==> src/air_pkg.sv <==
// Purpose: Constants for the record-channel input routing register set.
// Assumes: Page 0 register map, 8-bit registers, one register clock.
// Notes: Attenuation is reported in 0.5 dB units, so code n means 3n half-dB steps.
// Operation
// RULE1 - Level codes 0..8 attenuate 0 dB to -12 dB, 1.5 dB per step.
// RULE2 - Code 1111 disconnects the input; every level field resets to 1111.
// RULE3 - Software never writes reserved level codes 9 through 14.
// RULE4 - Writing a valid code alone connects the input to its mixer.
// RULE5 - Register 18: upper nibble second-pair left, lower nibble second-pair right.
// RULE6 - First-pair left register bit 7: 0 single-ended positive, 1 differential pair.
// RULE7 - Software keeps the differential choice equal in both channels' registers.
// RULE8 - First-pair left register bits 6..3 hold the first-pair left level code.
// RULE9 - First-pair left register bit 2 powers the left record channel; resets to 0.
// RULE10 - Soft-step 00 every sample, 01 every two samples, 1x disabled.
// RULE11 - Common-mode tie register bit 2 ties unselected left inputs to common mode.
// RULE12 - Software writes 01111 and 00 into the tie register reserved bits.
// RULE13 - The right-mixer second-pair register sits at page 0 register 18.
// RULE14 - Settings act right after the write; reads return written fields.
package air_pkg;

	localparam logic [6:0] ADDR_SECOND_PAIR_RIGHT = 7'h12;
	localparam logic [6:0] ADDR_FIRST_PAIR_LEFT = 7'h13;
	localparam logic [6:0] ADDR_COMMON_MODE_TIE = 7'h14;

	localparam int SP_LEFT_HI = 7;
	localparam int SP_LEFT_LO = 4;
	localparam int SP_RIGHT_HI = 3;
	localparam int SP_RIGHT_LO = 0;
	localparam int FP_DIFF_BIT = 7;
	localparam int FP_LEVEL_HI = 6;
	localparam int FP_LEVEL_LO = 3;
	localparam int FP_POWER_BIT = 2;
	localparam int FP_STEP_HI = 1;
	localparam int FP_STEP_LO = 0;
	localparam int CM_TIE_BIT = 2;

	localparam logic [3:0] LEVEL_RESET = 4'hF;
	localparam logic [3:0] LEVEL_DISCONNECT = 4'hF;
	localparam logic [3:0] LEVEL_MAX_VALID = 4'h8;
	localparam logic [5:0] HALF_DB_PER_CODE = 6'h03;
	localparam logic [7:0] CM_RESERVED_READ = 8'h78;
	localparam logic [7:0] READ_UNMAPPED = 8'h00;

	typedef enum logic [1:0] {
		AIR_STEP_EVERY_FS,
		AIR_STEP_EVERY_TWO_FS,
		AIR_STEP_OFF_A,
		AIR_STEP_OFF_B
	} air_step_t;

endpackage
==> src/air_input_routing.sv <==
// Purpose: Routing, power and soft-step control registers for the record mixers.
// Assumes: Register port is driven by the serial control bus logic on MCLK.
// Notes: FS_TICK is a one-cycle sample-rate enable from the clock divider.
`timescale 1ns/1ps
module air_input_routing
	import air_pkg::*;
(
	input wire logic MCLK,
	input wire logic RST,
	input wire logic [6:0] REG_ADDR,
	input wire logic [7:0] REG_WDATA,
	input wire logic REG_WR,
	input wire logic REG_RD,
	input wire logic FS_TICK,
	output logic [7:0] REG_RDATA,
	output logic SP_LEFT_TO_RIGHT_CONNECT,
	output logic [4:0] SP_LEFT_TO_RIGHT_ATTEN,
	output logic SP_RIGHT_TO_RIGHT_CONNECT,
	output logic [4:0] SP_RIGHT_TO_RIGHT_ATTEN,
	output logic FP_LEFT_TO_LEFT_CONNECT,
	output logic [4:0] FP_LEFT_TO_LEFT_ATTEN,
	output logic FP_LEFT_DIFFERENTIAL,
	output logic LEFT_CHANNEL_POWER,
	output logic LEFT_STEP_ENABLE,
	output logic LEFT_STEP_PULSE,
	output logic LEFT_CM_TIE
);

	////////////////////////////////////////////////////////////////////////////////
	// Address decode

	logic wr_sp;
	logic wr_fp;
	logic wr_cm;
	logic [3:0] sp_left_code;
	logic [3:0] sp_right_code;
	logic [3:0] fp_left_code;
	logic diff_ff;
	logic power_ff;
	logic [1:0] step_mode_ff;
	logic cm_tie_ff;
	logic step_phase_ff;
	logic step_pulse_ff;
	logic step_on_ff;
	logic [7:0] rdata_q_ff;
	logic [7:0] sp_read;
	logic [7:0] fp_read;
	logic [7:0] cm_read;
	logic [7:0] nxt_rdata;
	logic nxt_step_pulse;
	logic nxt_step_phase;
	logic step_on;
	air_step_t step_mode;

	// RULE13 register 18 map
	assign wr_sp = REG_WR && (REG_ADDR == ADDR_SECOND_PAIR_RIGHT);
	assign wr_fp = REG_WR && (REG_ADDR == ADDR_FIRST_PAIR_LEFT);
	assign wr_cm = REG_WR && (REG_ADDR == ADDR_COMMON_MODE_TIE);

	////////////////////////////////////////////////////////////////////////////////
	// Level fields

	// RULE5 upper nibble left input
	air_level_field u_sp_left (
		.clk(MCLK),
		.rst(RST),
		.wr_en(wr_sp),
		.code_in(REG_WDATA[SP_LEFT_HI:SP_LEFT_LO]),
		.code_ff(sp_left_code),
		.connect_ff(SP_LEFT_TO_RIGHT_CONNECT),
		.atten_ff(SP_LEFT_TO_RIGHT_ATTEN)
	);

	// RULE5 lower nibble right input
	air_level_field u_sp_right (
		.clk(MCLK),
		.rst(RST),
		.wr_en(wr_sp),
		.code_in(REG_WDATA[SP_RIGHT_HI:SP_RIGHT_LO]),
		.code_ff(sp_right_code),
		.connect_ff(SP_RIGHT_TO_RIGHT_CONNECT),
		.atten_ff(SP_RIGHT_TO_RIGHT_ATTEN)
	);

	// RULE8 bits 6 to 3
	air_level_field u_fp_left (
		.clk(MCLK),
		.rst(RST),
		.wr_en(wr_fp),
		.code_in(REG_WDATA[FP_LEVEL_HI:FP_LEVEL_LO]),
		.code_ff(fp_left_code),
		.connect_ff(FP_LEFT_TO_LEFT_CONNECT),
		.atten_ff(FP_LEFT_TO_LEFT_ATTEN)
	);

	////////////////////////////////////////////////////////////////////////////////
	// Control bits

	always_ff @(posedge MCLK) begin
		if (RST) begin
			diff_ff <= 1'b0;
			power_ff <= 1'b0;
			step_mode_ff <= 2'h0;
		end else if (wr_fp) begin
			// RULE6 differential select
			diff_ff <= REG_WDATA[FP_DIFF_BIT];
			// RULE9 left power
			power_ff <= REG_WDATA[FP_POWER_BIT];
			step_mode_ff <= REG_WDATA[FP_STEP_HI:FP_STEP_LO];
		end
	end

	// Only bit 2 is stored; reserved bits of the tie register are fixed on read
	always_ff @(posedge MCLK) begin
		// RULE11 common-mode tie
		if (RST) begin
			cm_tie_ff <= 1'b0;
		end else if (wr_cm) begin
			cm_tie_ff <= REG_WDATA[CM_TIE_BIT];
		end
	end

	assign FP_LEFT_DIFFERENTIAL = diff_ff;
	assign LEFT_CHANNEL_POWER = power_ff;
	assign LEFT_CM_TIE = cm_tie_ff;

	////////////////////////////////////////////////////////////////////////////////
	// Soft-step pacing

	assign step_mode = air_step_t'(step_mode_ff);
	assign step_on = (step_mode == AIR_STEP_EVERY_FS) || (step_mode == AIR_STEP_EVERY_TWO_FS);
	assign LEFT_STEP_ENABLE = step_on_ff;

	// RULE10 step rate select
	always_comb begin
		nxt_step_pulse = 1'b0;
		nxt_step_phase = step_phase_ff;
		case (step_mode)
			AIR_STEP_EVERY_FS: begin
				nxt_step_pulse = FS_TICK;
				nxt_step_phase = 1'b0;
			end
			AIR_STEP_EVERY_TWO_FS: begin
				nxt_step_pulse = FS_TICK && step_phase_ff;
				nxt_step_phase = FS_TICK ? !step_phase_ff : step_phase_ff;
			end
			default: begin
				nxt_step_pulse = 1'b0;
				nxt_step_phase = 1'b0;
			end
		endcase
	end

	always_ff @(posedge MCLK) begin
		if (RST) begin
			step_phase_ff <= 1'b0;
			step_pulse_ff <= 1'b0;
			step_on_ff <= 1'b1;
		end else begin
			step_phase_ff <= nxt_step_phase;
			step_pulse_ff <= nxt_step_pulse;
			step_on_ff <= step_on;
		end
	end

	assign LEFT_STEP_PULSE = step_pulse_ff;

	////////////////////////////////////////////////////////////////////////////////
	// Read-back

	// RULE14 read written fields
	assign sp_read = {sp_left_code, sp_right_code};
	assign fp_read = {diff_ff, fp_left_code, power_ff, step_mode_ff};
	assign cm_read = CM_RESERVED_READ | {5'h00, cm_tie_ff, 2'h0};
	assign nxt_rdata = (REG_ADDR == ADDR_SECOND_PAIR_RIGHT) ? sp_read :
		(REG_ADDR == ADDR_FIRST_PAIR_LEFT) ? fp_read :
		(REG_ADDR == ADDR_COMMON_MODE_TIE) ? cm_read : READ_UNMAPPED;

	// Read data holds until the next read so a slow bus can sample it late
	always_ff @(posedge MCLK) begin
		if (RST) begin
			rdata_q_ff <= READ_UNMAPPED;
		end else if (REG_RD) begin
			rdata_q_ff <= nxt_rdata;
		end
	end

	assign REG_RDATA = rdata_q_ff;

	////////////////////////////////////////////////////////////////////////////////
	// Checks

	a_power_follows_write: assert property (@(posedge MCLK) disable iff (RST)
		wr_fp |=> (LEFT_CHANNEL_POWER == $past(REG_WDATA[2]))) // RULE9
		else $error("left power does not follow written bit");
	a_power_reset_off: assert property (@(posedge MCLK) RST |=> !LEFT_CHANNEL_POWER && !LEFT_CM_TIE) // RULE9
		else $error("power or tie not cleared by reset");
	a_diff_follows_write: assert property (@(posedge MCLK) disable iff (RST)
		wr_fp |=> (FP_LEFT_DIFFERENTIAL == $past(REG_WDATA[7]))) // RULE6
		else $error("differential select does not follow bit 7");
	a_cm_read_fixed: assert property (@(posedge MCLK) disable iff (RST)
		REG_RD && (REG_ADDR == 7'h14) |=> (REG_RDATA[7:3] == 5'h0F) && (REG_RDATA[1:0] == 2'h0)
		&& (REG_RDATA[2] == $past(LEFT_CM_TIE))) // RULE11
		else $error("common-mode register read-back wrong");
	a_step_every_fs: assert property (@(posedge MCLK) disable iff (RST)
		FS_TICK && (step_mode_ff == 2'h0) |=> LEFT_STEP_PULSE) // RULE10
		else $error("no step on sample tick in every-sample mode");
	a_step_two_fs: assert property (@(posedge MCLK) disable iff (RST)
		LEFT_STEP_PULSE && (step_mode_ff == 2'h1) && $stable(step_mode_ff)
		|-> !$past(LEFT_STEP_PULSE) && $past(step_phase_ff) && !step_phase_ff) // RULE10
		else $error("two-sample stepping fired on consecutive phases");
	a_step_disabled: assert property (@(posedge MCLK) disable iff (RST)
		step_mode_ff[1] && $past(step_mode_ff[1]) |-> !LEFT_STEP_PULSE) // RULE10
		else $error("step pulse while soft-stepping disabled");
	a_sp_read_nibbles: assert property (@(posedge MCLK) disable iff (RST)
		wr_sp ##1 !wr_sp ##1 (REG_RD && (REG_ADDR == 7'h12) && !REG_WR)
		|=> (REG_RDATA == $past(REG_WDATA, 3))) // RULE5
		else $error("register 18 read-back differs from last write");

endmodule // air_input_routing

==> src/air_level_field.sv <==
// Purpose: One 4-bit input level field with its decoded connect and attenuation.
// Assumes: Written from the register decode in the same clock domain.
// Notes: Decode is done at write time so outputs come straight from flops.
`timescale 1ns/1ps
module air_level_field
	import air_pkg::*;
(
	input wire logic clk,
	input wire logic rst,
	input wire logic wr_en,
	input wire logic [3:0] code_in,
	output logic [3:0] code_ff,
	output logic connect_ff,
	output logic [4:0] atten_ff
);

	logic nxt_connect;
	logic [5:0] scaled;
	logic [4:0] nxt_atten;

	// RULE4 connect on code
	assign nxt_connect = (code_in <= LEVEL_MAX_VALID);
	// RULE1 1.5 dB steps
	assign scaled = {2'b00, code_in} * HALF_DB_PER_CODE;
	// Reserved codes leave the route open, so their scaled value is never shown
	assign nxt_atten = nxt_connect ? scaled[4:0] : 5'h00;

	always_ff @(posedge clk) begin
		// RULE2 reset disconnected
		if (rst) begin
			code_ff <= LEVEL_RESET;
			connect_ff <= 1'b0;
			atten_ff <= 5'h00;
		end else if (wr_en) begin
			code_ff <= code_in;
			connect_ff <= nxt_connect;
			atten_ff <= nxt_atten;
		end
	end

	a_field_reset_open: assert property (@(posedge clk) rst |=> (code_ff == LEVEL_RESET) && !connect_ff) // RULE2
		else $error("level field not disconnected after reset");
	a_field_atten_scale: assert property (@(posedge clk) disable iff (rst)
		wr_en && (code_in <= 4'h8) |=> connect_ff && (atten_ff == 5'($past(code_in)) * 5'd3)) // RULE1
		else $error("attenuation does not match written level code");
	a_field_open_code: assert property (@(posedge clk) disable iff (rst)
		wr_en && (code_in == 4'hF) |=> !connect_ff && (atten_ff == 5'h00)) // RULE2
		else $error("disconnect code left input connected");
	a_field_hold: assert property (@(posedge clk) disable iff (rst)
		!wr_en |=> $stable(code_ff) && $stable(connect_ff)) // RULE14
		else $error("level field changed without a write");

endmodule // air_level_field

==> config.mk <==
export PLATFORM = sky130hd
export DESIGN_NAME = air_input_routing
export DESIGN_NICKNAME = d
export VERILOG_FILES = /design/src/air_pkg.sv /design/src/air_input_routing.sv /design/src/air_level_field.sv
export SDC_FILE = /design/constraint.sdc
export NUM_CORES = 1
export LEC_CHECK = 0
export BUFFER_PORTS_ARGS = -buffer_cell sky130_fd_sc_hd__buf_2
export CAP_MARGIN = 5
export CORE_UTILIZATION = 39
export DETAILED_ROUTE_END_ITERATION = 12
export PLACE_DENSITY = 0.6
export SLEW_MARGIN = 20
export SYNTH_ARGS = -nofsm -noshare
export SYNTH_HDL_FRONTEND = slang
export SYNTH_SLANG_ARGS = --single-unit
==> constraint.sdc <==
create_clock -name MCLK -period 1.94 [get_ports MCLK]
set_clock_uncertainty 0.1 [all_clocks]
set_input_delay 0 -clock MCLK [delete_from_list [all_inputs] [get_ports MCLK]]
set_output_delay 0 -clock MCLK [all_outputs]
set_load 0.02 [all_outputs]
; Word level (Yosys, flattened, before mapping)
; Cells that the tools add are included.
[word_totals]
register_bits = 46
wordCells = 43
out_inout_bits = 31
[classes]
multipliers = 3
eq_ne = 4
n_lt_le_gt_ge = 3
muxes = 7
bitwise_logic = 1
n_reduce_logical = 8
[ops]
columns = operator, count
row1 = $eq 7x5->1 const B, 3
row2 = $mux 8, 2
row3 = $mul 4x2->5 const B, 3
row4 = $mux 5, 3
row5 = $le 4x4->1 const B, 3
row6 = $mux 7, 1
row7 = $logic_and 1x1->1, 4
row8 = $eq 2x1->1 const B, 1
row9 = $logic_not 2->1, 1
row10 = $pmux 1 s2, 1
row11 = $reduce_or 2->1, 1
row12 = $logic_not 1->1, 1
row13 = $logic_or 1x1->1, 1
row14 = $not 1->1, 1

; Longest topological paths before layout
; Gate-level depths: netlist of run 1.
[logic_depth]
ltp_word = 4
mapped_depth = 6

; Hierarchy
; A second synthesis of run 1 with hierarchy kept.
[hier_totals]
hier_cells = 241
area_unflattened_um2 = 2317.2
[by_module_without_submodules]
columns = mod, cells_each, seq_area_each_um2, area_each_um2, n_inst
row1 = air_level_field, 53, 200.2, 504.2, 3
row2 = air_input_routing, 82, 320.3, 804.5, 1

; Least setup slack after synthesis of run 1
; Ideal clock, no wire load.
[synth_timing]
path_kind = input -> register
start = input port REG_WDATA[5]
end = register u_sp_left.atten_ff[4]
required_ns = 1.752
arrival_time_ns = 1.251
setup_slack_ns = 0.501
cell_stages = 5
setup_ns = 0.088
cell_sequence = ha_1 a21oi_1 nor2_1 or4b_1 a311oi_2
[synth_via]
elab_chain_cells = 2
word_cells_on_any_way = 3
[synth_lines]
columns = item, line_no
row1 = start: declaration, air_input_routing.sv:11  ; input wire logic [7:0] REG_WDATA,
row2 = $mul 4x2->5 / $le 4x4->1 (equally long branches), "air_level_field.sv:24, air_level_field.sv:22"
row3 = $mux 5 (*), air_level_field.sv:26  ; assign nxt_atten = nxt_connect ? scaled[4:0] : 5'h00;
row4 = end signal: assignment, air_level_field.sv:37  ; atten_ff <= nxt_atten;
row5 = end: declaration, air_level_field.sv:14  ; output logic [4:0] atten_ff
; Every way passes the cells marked *; elsewhere a longest branch is shown, timed or not.
; A chain may end at the register's enable or synchronous reset.

; Worst setup path in the final report of run 1
[layout_timing]
start = input port REG_WDATA[4]
end = register u_sp_left.atten_ff[4]
; Same word-level chain as after synthesis.

==> reports/qor.yml, run 1 <==
status: "finished, violations left"
violations: "negative hold slack"
yosysTopAreaCellShare_pct: 42.1
die_area_um2: 5910
netlist_instances: 250
final_core_utilization_pct: 51.7
synth_top_family_by_area: "simple AND/OR/NAND/NOR gates"
path_cells: "dlygate4sd3_1 -> buf_2 -> ha_1 -> a21oi_1 -> nor2_1 -> or4b_1 -> a311oi_2"
hold_slack_ns: -0.00683
cts-htree-levels: 2
ys_seq_area_share_pct: 42.1
cts_root_buf: "clkbuf_8"
grt_pass1_wl_um: 8110
cp.required_ns: 2.05
critPathMaxStageDelay_ns: 0.53
worstSkewPairLatency_ns: 0.30
gp_congestion: 0.777
finalWirelength_um: 4820
via_count: 1907
dp_hpwl_um: 3340
fin_crit_ns: 1.83
leakage_nw: 1.22
cts.sinks: 46
synth_fa_ha_area_share_pct: 8.70
async_flop_share_pct: 0
maxCapViolCount: 0
finalNetCount: 346
syn-mean-instance-area_um2: 8.75
arrival_ns: 1.94
p_total_w: 0.00176
ys.flop_type: "dfxtp_1"
worst_pin_slew_ns: 0.475
yosys.area.top_type: "dfxtp_1"
synth_seq_cells: 46
drive_gt1_share_pct: 22.4
grt_max_degree: 40
end_kind: "flop"
clkSlewWorstSetupHoldPaths_ns: 0.09
wl_per_cell_um: 12.6
slowest_stage: "dlygate4sd3_1"
wl_met3_um: 230
final_max_slew_viol_count: 0
yosys_warnings: 0
dr.max_layer_used: "met4"
yosys.area_share.xor_xnor_pct: 2.40
die_w_um: 76.9
startpoint_type: "input port"
cts-buffers-inserted: 5
vias_per_cell: 4.98
powerDensity_nw_per_um2: 649
setup_viol: 0
diodes: 0
critPathBufInv: 2
drt_iter0_drc: 86
finalCritPeriodShare_pct: 94.1
area_growth_syn_to_layout_pct: 23.9
die_h_um: 76.9
synth_edf_count: 0
synth-simple-area-share_pct: 25.3
initial_core_util_pct: 41.8
dp.cells: 364
relSlewSlack_pct: 67.9
hold_path_class: "in -> reg"
core_area_um2: 5240
cp_max_fo: 7
synth_mux_area_share_pct: 3.72
tns_ns: 0
ir_drop_v: 0.000378
crit_type: "in -> reg"
syn-cell-area_um2: 2190
nFillCells: 521
wl_met2_um: 2100
grt.overflow.total: 0
grt_pass1_vias: 1730
dr.pass1.iters: 4
syn_nets: 284
ios: 51
ys_types: 42
cts_tree: "yes"
critPathTopFamily: "buffers and inverters"
grt_usage_pct: 17.1
m1WireLength_um: 2440
clockBufferDepth: 2
synthTopCellsByArea: "dfxtp_1, nand2_1, ha_1, nor2_1, a21oi_1"
ant_nets: 0
fin_cells: 383
rows: 26
hold_violations: 2
fmax_mhz: 548
route.detailed.drc: 0
rsz0062_at_grt: "no"
antenna_found_initial: 0
synth_compound_area_share_pct: 13.7
numPortBuffers: 50
cells by family after synthesis:
kind of cell,after synthesis
and+or+nand+nor,110
AOI/OAI and AO/OA,46
DFF,46
buffers and inverters,20
adders and majority gates,14
muxes,8
xor gates and xnor gates,6
final cells by class:
class / count / area, µm² / area share, %
multi-input combinational: 184 / 1180 / 43.5
tap: 70 / 87.6 / 3.23
sequential: 46 / 921 / 34.0
timing repair buffer: 65 / 390 / 14.4
inverter: 10 / 37.5 / 1.39
clock inverter: 2 / 12.5 / 0.462
clock buffer: 6 / 82.6 / 3.05
final timing paths:
| kind | start | endpoint | slack [ns] | cells past startpoint |
|---|---|---|---|---|
| worst min-delay path | RST | REG_RDATA[1] | -0.007 | 4 |
| worst min register to register | step_mode[1] | LEFT_STEP_ENABLE | 0.34 | 1 |
| worst max register to register | LEFT_CHANNEL_POWER | REG_RDATA[2] | 0.89 | 3 |
| worst max-delay path | REG_WDATA[4] | u_sp_left.atten_ff[4] | 0.11 | 7 |
through the flow:
step | setup WS (ns) | instance area [µm²]
after floorplan | 0.501 | 2190
after global placement | 0.287 | 2500
after detailed placement | 0.240 | 2500
after CTS | 0.125 | 2710
after global routing | 0.0206 | 2710
final | 0.114 | 2710
Yosys cell counts, types with 2 or more instances:
library cell	n
a211o_1	5
a21oi_1	19
a22oi_1	3
buf_2	2
clkbuf_1	5
dfxtp_1	46
fa_1	2
ha_1	12
inv_1	10
mux2i_1	7
nand2_1	43
nand2b_1	3
nand3_1	13
nand3b_1	8
nor2_1	27
nor3_1	2
nor3b_2	2
o21ai_0	12
o21ai_1	2
xnor2_1	2
xor2_1	4
flip-flops by register name (all words and copies together), names as in the netlist:
| register | count |
|---|---|
| LEFT_STEP_ENABLE | 1 |
| REG_RDATA | 8 |
| LEFT_CHANNEL_POWER | 1 |
| u_sp_left.connect_ff | 1 |
| u_sp_right.connect_ff | 1 |
| FP_LEFT_DIFFERENTIAL | 1 |
| u_sp_left.code_ff | 4 |
| u_sp_left.atten_ff | 5 |
| u_fp_left.connect_ff | 1 |
| step_mode | 2 |
| step_phase_ff | 1 |
| u_sp_right.atten_ff | 5 |
| u_fp_left.atten_ff | 5 |
| LEFT_CM_TIE | 1 |
| u_sp_right.code_ff | 4 |
| u_fp_left.code_ff | 4 |
| LEFT_STEP_PULSE | 1 |
layout by cell type, fill, tap and decap left out, types with 5 or more instances in the layout:
master / count
a211o_1: 5
nand2_1: 43
dfxtp_1: 46
dlygate4sd3_1: 11
ha_1: 12
nand3_1: 13
a21oi_1: 19
nand3b_1: 8
buf_2: 50
mux2i_1: 7
o21ai_0: 12
clkbuf_8: 6
nor2_1: 27
inv_1: 10
tightest hold or removal path, stage by stage:
cell	delay [ns]
buf_2	0.09
nor4b_1	0.06
nand3_1	0.11
o21ai_0	0.08
routing by layer:
layer	up-vias	GRT usage, %
li1	982	-
met5	-	0
met2	43	27.3
met1	877	23.0
met4	0	5.19
met3	5	3.81
timing repair:
item,CTS,global route
hold buffers,11,0
setup buffers,0,0
resized for setup,0,0
hold endpoints to repair,24,0
power breakdown:
group          internal (W)  switching, W
clock              0.000287      0.000330
combinational     0.0000803      0.000112
sequential         0.000947    0.00000160
Note: power is estimated with default switching activity, not from simulation.
==> run 2: changes to the inputs <==
--- a/config.mk
+++ b/config.mk
@@ -10,6 +10,7 @@
 export CORE_UTILIZATION = 39
 export DETAILED_ROUTE_END_ITERATION = 12
 export PLACE_DENSITY = 0.6
+export REMOVE_ABC_BUFFERS = 1
 export SLEW_MARGIN = 20
 export SYNTH_ARGS = -nofsm -noshare
 export SYNTH_HDL_FRONTEND = slang
==> constraint.sdc (replaced) <==
create_clock -name MCLK -period 1.8 [get_ports MCLK]
set_clock_uncertainty 0.1 [all_clocks]
set_input_delay 0 -clock MCLK [delete_from_list [all_inputs] [get_ports MCLK]]
set_output_delay 0 -clock MCLK [all_outputs]
set_load 0.02 [all_outputs]
==> run 2 against run 1 <==
Compared with the run above:
- the flow now finishes without violations
- register-to-register slack got worse by 0.30 ns
- sequential share of layout area shrank 0.83 points
- via count is 1.6% lower
- critical endpoint unchanged
- total power up 7.8%
- worst setup slack got worse by 0.027 ns
- sequential cell count stayed put
- largest power group unchanged
- design area is 2.5% higher
- count of clock-buffer cells in the layout unchanged
- highest routed layer unchanged
- first-iteration DRC count rose by 12%
- global-route usage increased by 0.74 points
- cell count grew 1.3%
==> reports/qor.yml, run 2 (synthesis results as in run 1) <==
dp_hpwl_um: 3450  # +3.2%
route.detailed.drc: 0  # unchanged
worstSkewPairLatency_ns: 0.29  # about the same
cts.sinks: 46  # unchanged
hold_path_class: "in -> reg"
final_max_slew_viol_count: 0  # unchanged
initial_core_util_pct: 41.8  # unchanged
final_area_um2: 2780  # +2.5%
via_count: 1877  # -1.6%
final_common_cell: "buf_2"
clockBufferDepth: 2  # unchanged
p_total_w: 0.00189  # +7.8%
finalCritPeriodShare_pct: 95.2
powerDensity_nw_per_um2: 683  # +5.2%
ant_nets: 0  # unchanged
largest_register_ffs: 8  # unchanged
drive_gt1_share_pct: 23.6  # +1.2 points
cts-buffers-inserted: 5  # unchanged
area_growth_syn_to_layout_pct: 26.9
dpl_cell_area_um2: 2530  # +0.90%
maxCapViolCount: 0  # unchanged
grt_pass1_wl_um: 8410  # +3.7%
relSlewSlack_pct: 68.9  # +1.0 points
cts_tree: "yes"
dr.pass1.iters: 4  # unchanged
gp_congestion: 0.759  # -2.3%
postCtsSetupBuffers: 0  # unchanged
final_core_utilization_pct: 53.0  # +1.3 points
holdPathStages: 3  # -1
r2r_cells: 3  # unchanged
diodes: 0  # unchanged
cp.required_ns: 1.91  # -0.14 ns
clkSlewWorstSetupHoldPaths_ns: 0.09  # about the same
core_area_um2: 5240  # unchanged
grt.overflow.total: 0  # unchanged
nFillCells: 526  # +0.96%
fin_cells: 388  # +1.3%
wl_per_cell_um: 12.6  # -0.20%
startpoint_type: "input port"
worst_pin_slew_ns: 0.460  # -0.0154 ns
arrival_ns: 1.83  # -0.11 ns
fin_ws_ns: 0.0866  # -0.0270 ns
cp_max_fo: 7  # unchanged
fmax_mhz: 584
end_kind: "flop"
antenna_found_initial: 0  # unchanged
status: "completed"
grt_pass1_vias: 1745  # +0.87%
die_h_um: 76.9  # unchanged
crit_type: "in -> reg"
dp_slack_ns: 0.194  # -0.0459 ns
hold_violations: 0  # -2
die_area_um2: 5910  # unchanged
dp.cells: 367  # +0.82%
fin_crit_ns: 1.71
drt_iter0_drc: 96  # +12%
ir_drop_v: 0.000310  # -18%
rows: 26  # unchanged
final_cell_mix: "buf_2, dfxtp_1, nand2_1"
die_w_um: 76.9  # unchanged
grt_max_degree: 24  # -40%
leakage_nw: 1.26  # +3.3%
finalNetCount: 351  # +1.4%
ios: 51  # unchanged
cts-htree-levels: 2  # unchanged
numPortBuffers: 50  # unchanged
cts_root_buf: "clkbuf_8"
vias_per_cell: 4.84  # -2.8%
finalWirelength_um: 4870  # +1.1%
grt_usage_pct: 17.9  # +0.74 points
setup_viol: 0  # unchanged
==> run 2: worst paths after layout <==
check / from / end / slack [ns]
min reg2reg: step_mode[1] / LEFT_STEP_ENABLE / 0.34
max reg2reg: u_sp_left.atten_ff[0] / u_sp_left.atten_ff[0] / 0.59
max: REG_WDATA[7] / u_sp_left.atten_ff[4] / 0.09
min: REG_WDATA[6] / u_fp_left.atten_ff[4] / 0.01
==> run 2: per-layer routing <==
layer  track usage (%)  share of wire (%)
met2              26.2                 41
met5                 0                  0
met3              3.93                4.8
met4              6.35                1.3
met1              25.5                 53
==> run 2: power breakdown <==
group | switching (W) | internal [W] | leakage [nW]
combinational | 0.000125 | 0.0000959 | 0.842
clock | 0.000343 | 0.000309 | 0.0472
sequential | 0.00000173 | 0.00102 | 0.371
total | 0.000470 | 0.00143 | 1.26
==> run 2: through the flow <==
step	TNS, ns	hold slack [ns]
after global placement	0	0.142
final	0	0.0118
after global routing	-0.000226	0.0233
after detailed placement	0	0.146
after CTS	0	0.00485
after floorplan	0	-0.0321
==> run 2: repair_timing <==
action | CTS | global route
hold endpoints to repair | 24 | 0
endpoints found under the setup margin | 0 | 2
hold buffers | 14 | 0
gates resized for setup | 0 | 7
==> run 2: layout make-up <==
cell class | instances | area (µm²) | share of cell area, %
multi-input cells | 184 | 1190 | 42.9
flip-flops and latches | 46 | 921 | 33.2
repair buffers | 70 | 445 | 16.0
well taps | 70 | 87.6 | 3.15
clock buffers | 6 | 82.6 | 2.97
inverters | 10 | 37.5 | 1.35
clock inverters | 2 | 12.5 | 0.451
==> run 2: critical path, stage by stage <==
cell	delay (ns)
dlygate4sd3_1	0.53
clkbuf_4	0.18
ha_1	0.31
nor2_1	0.06
or4b_1	0.48
a311oi_2	0.26
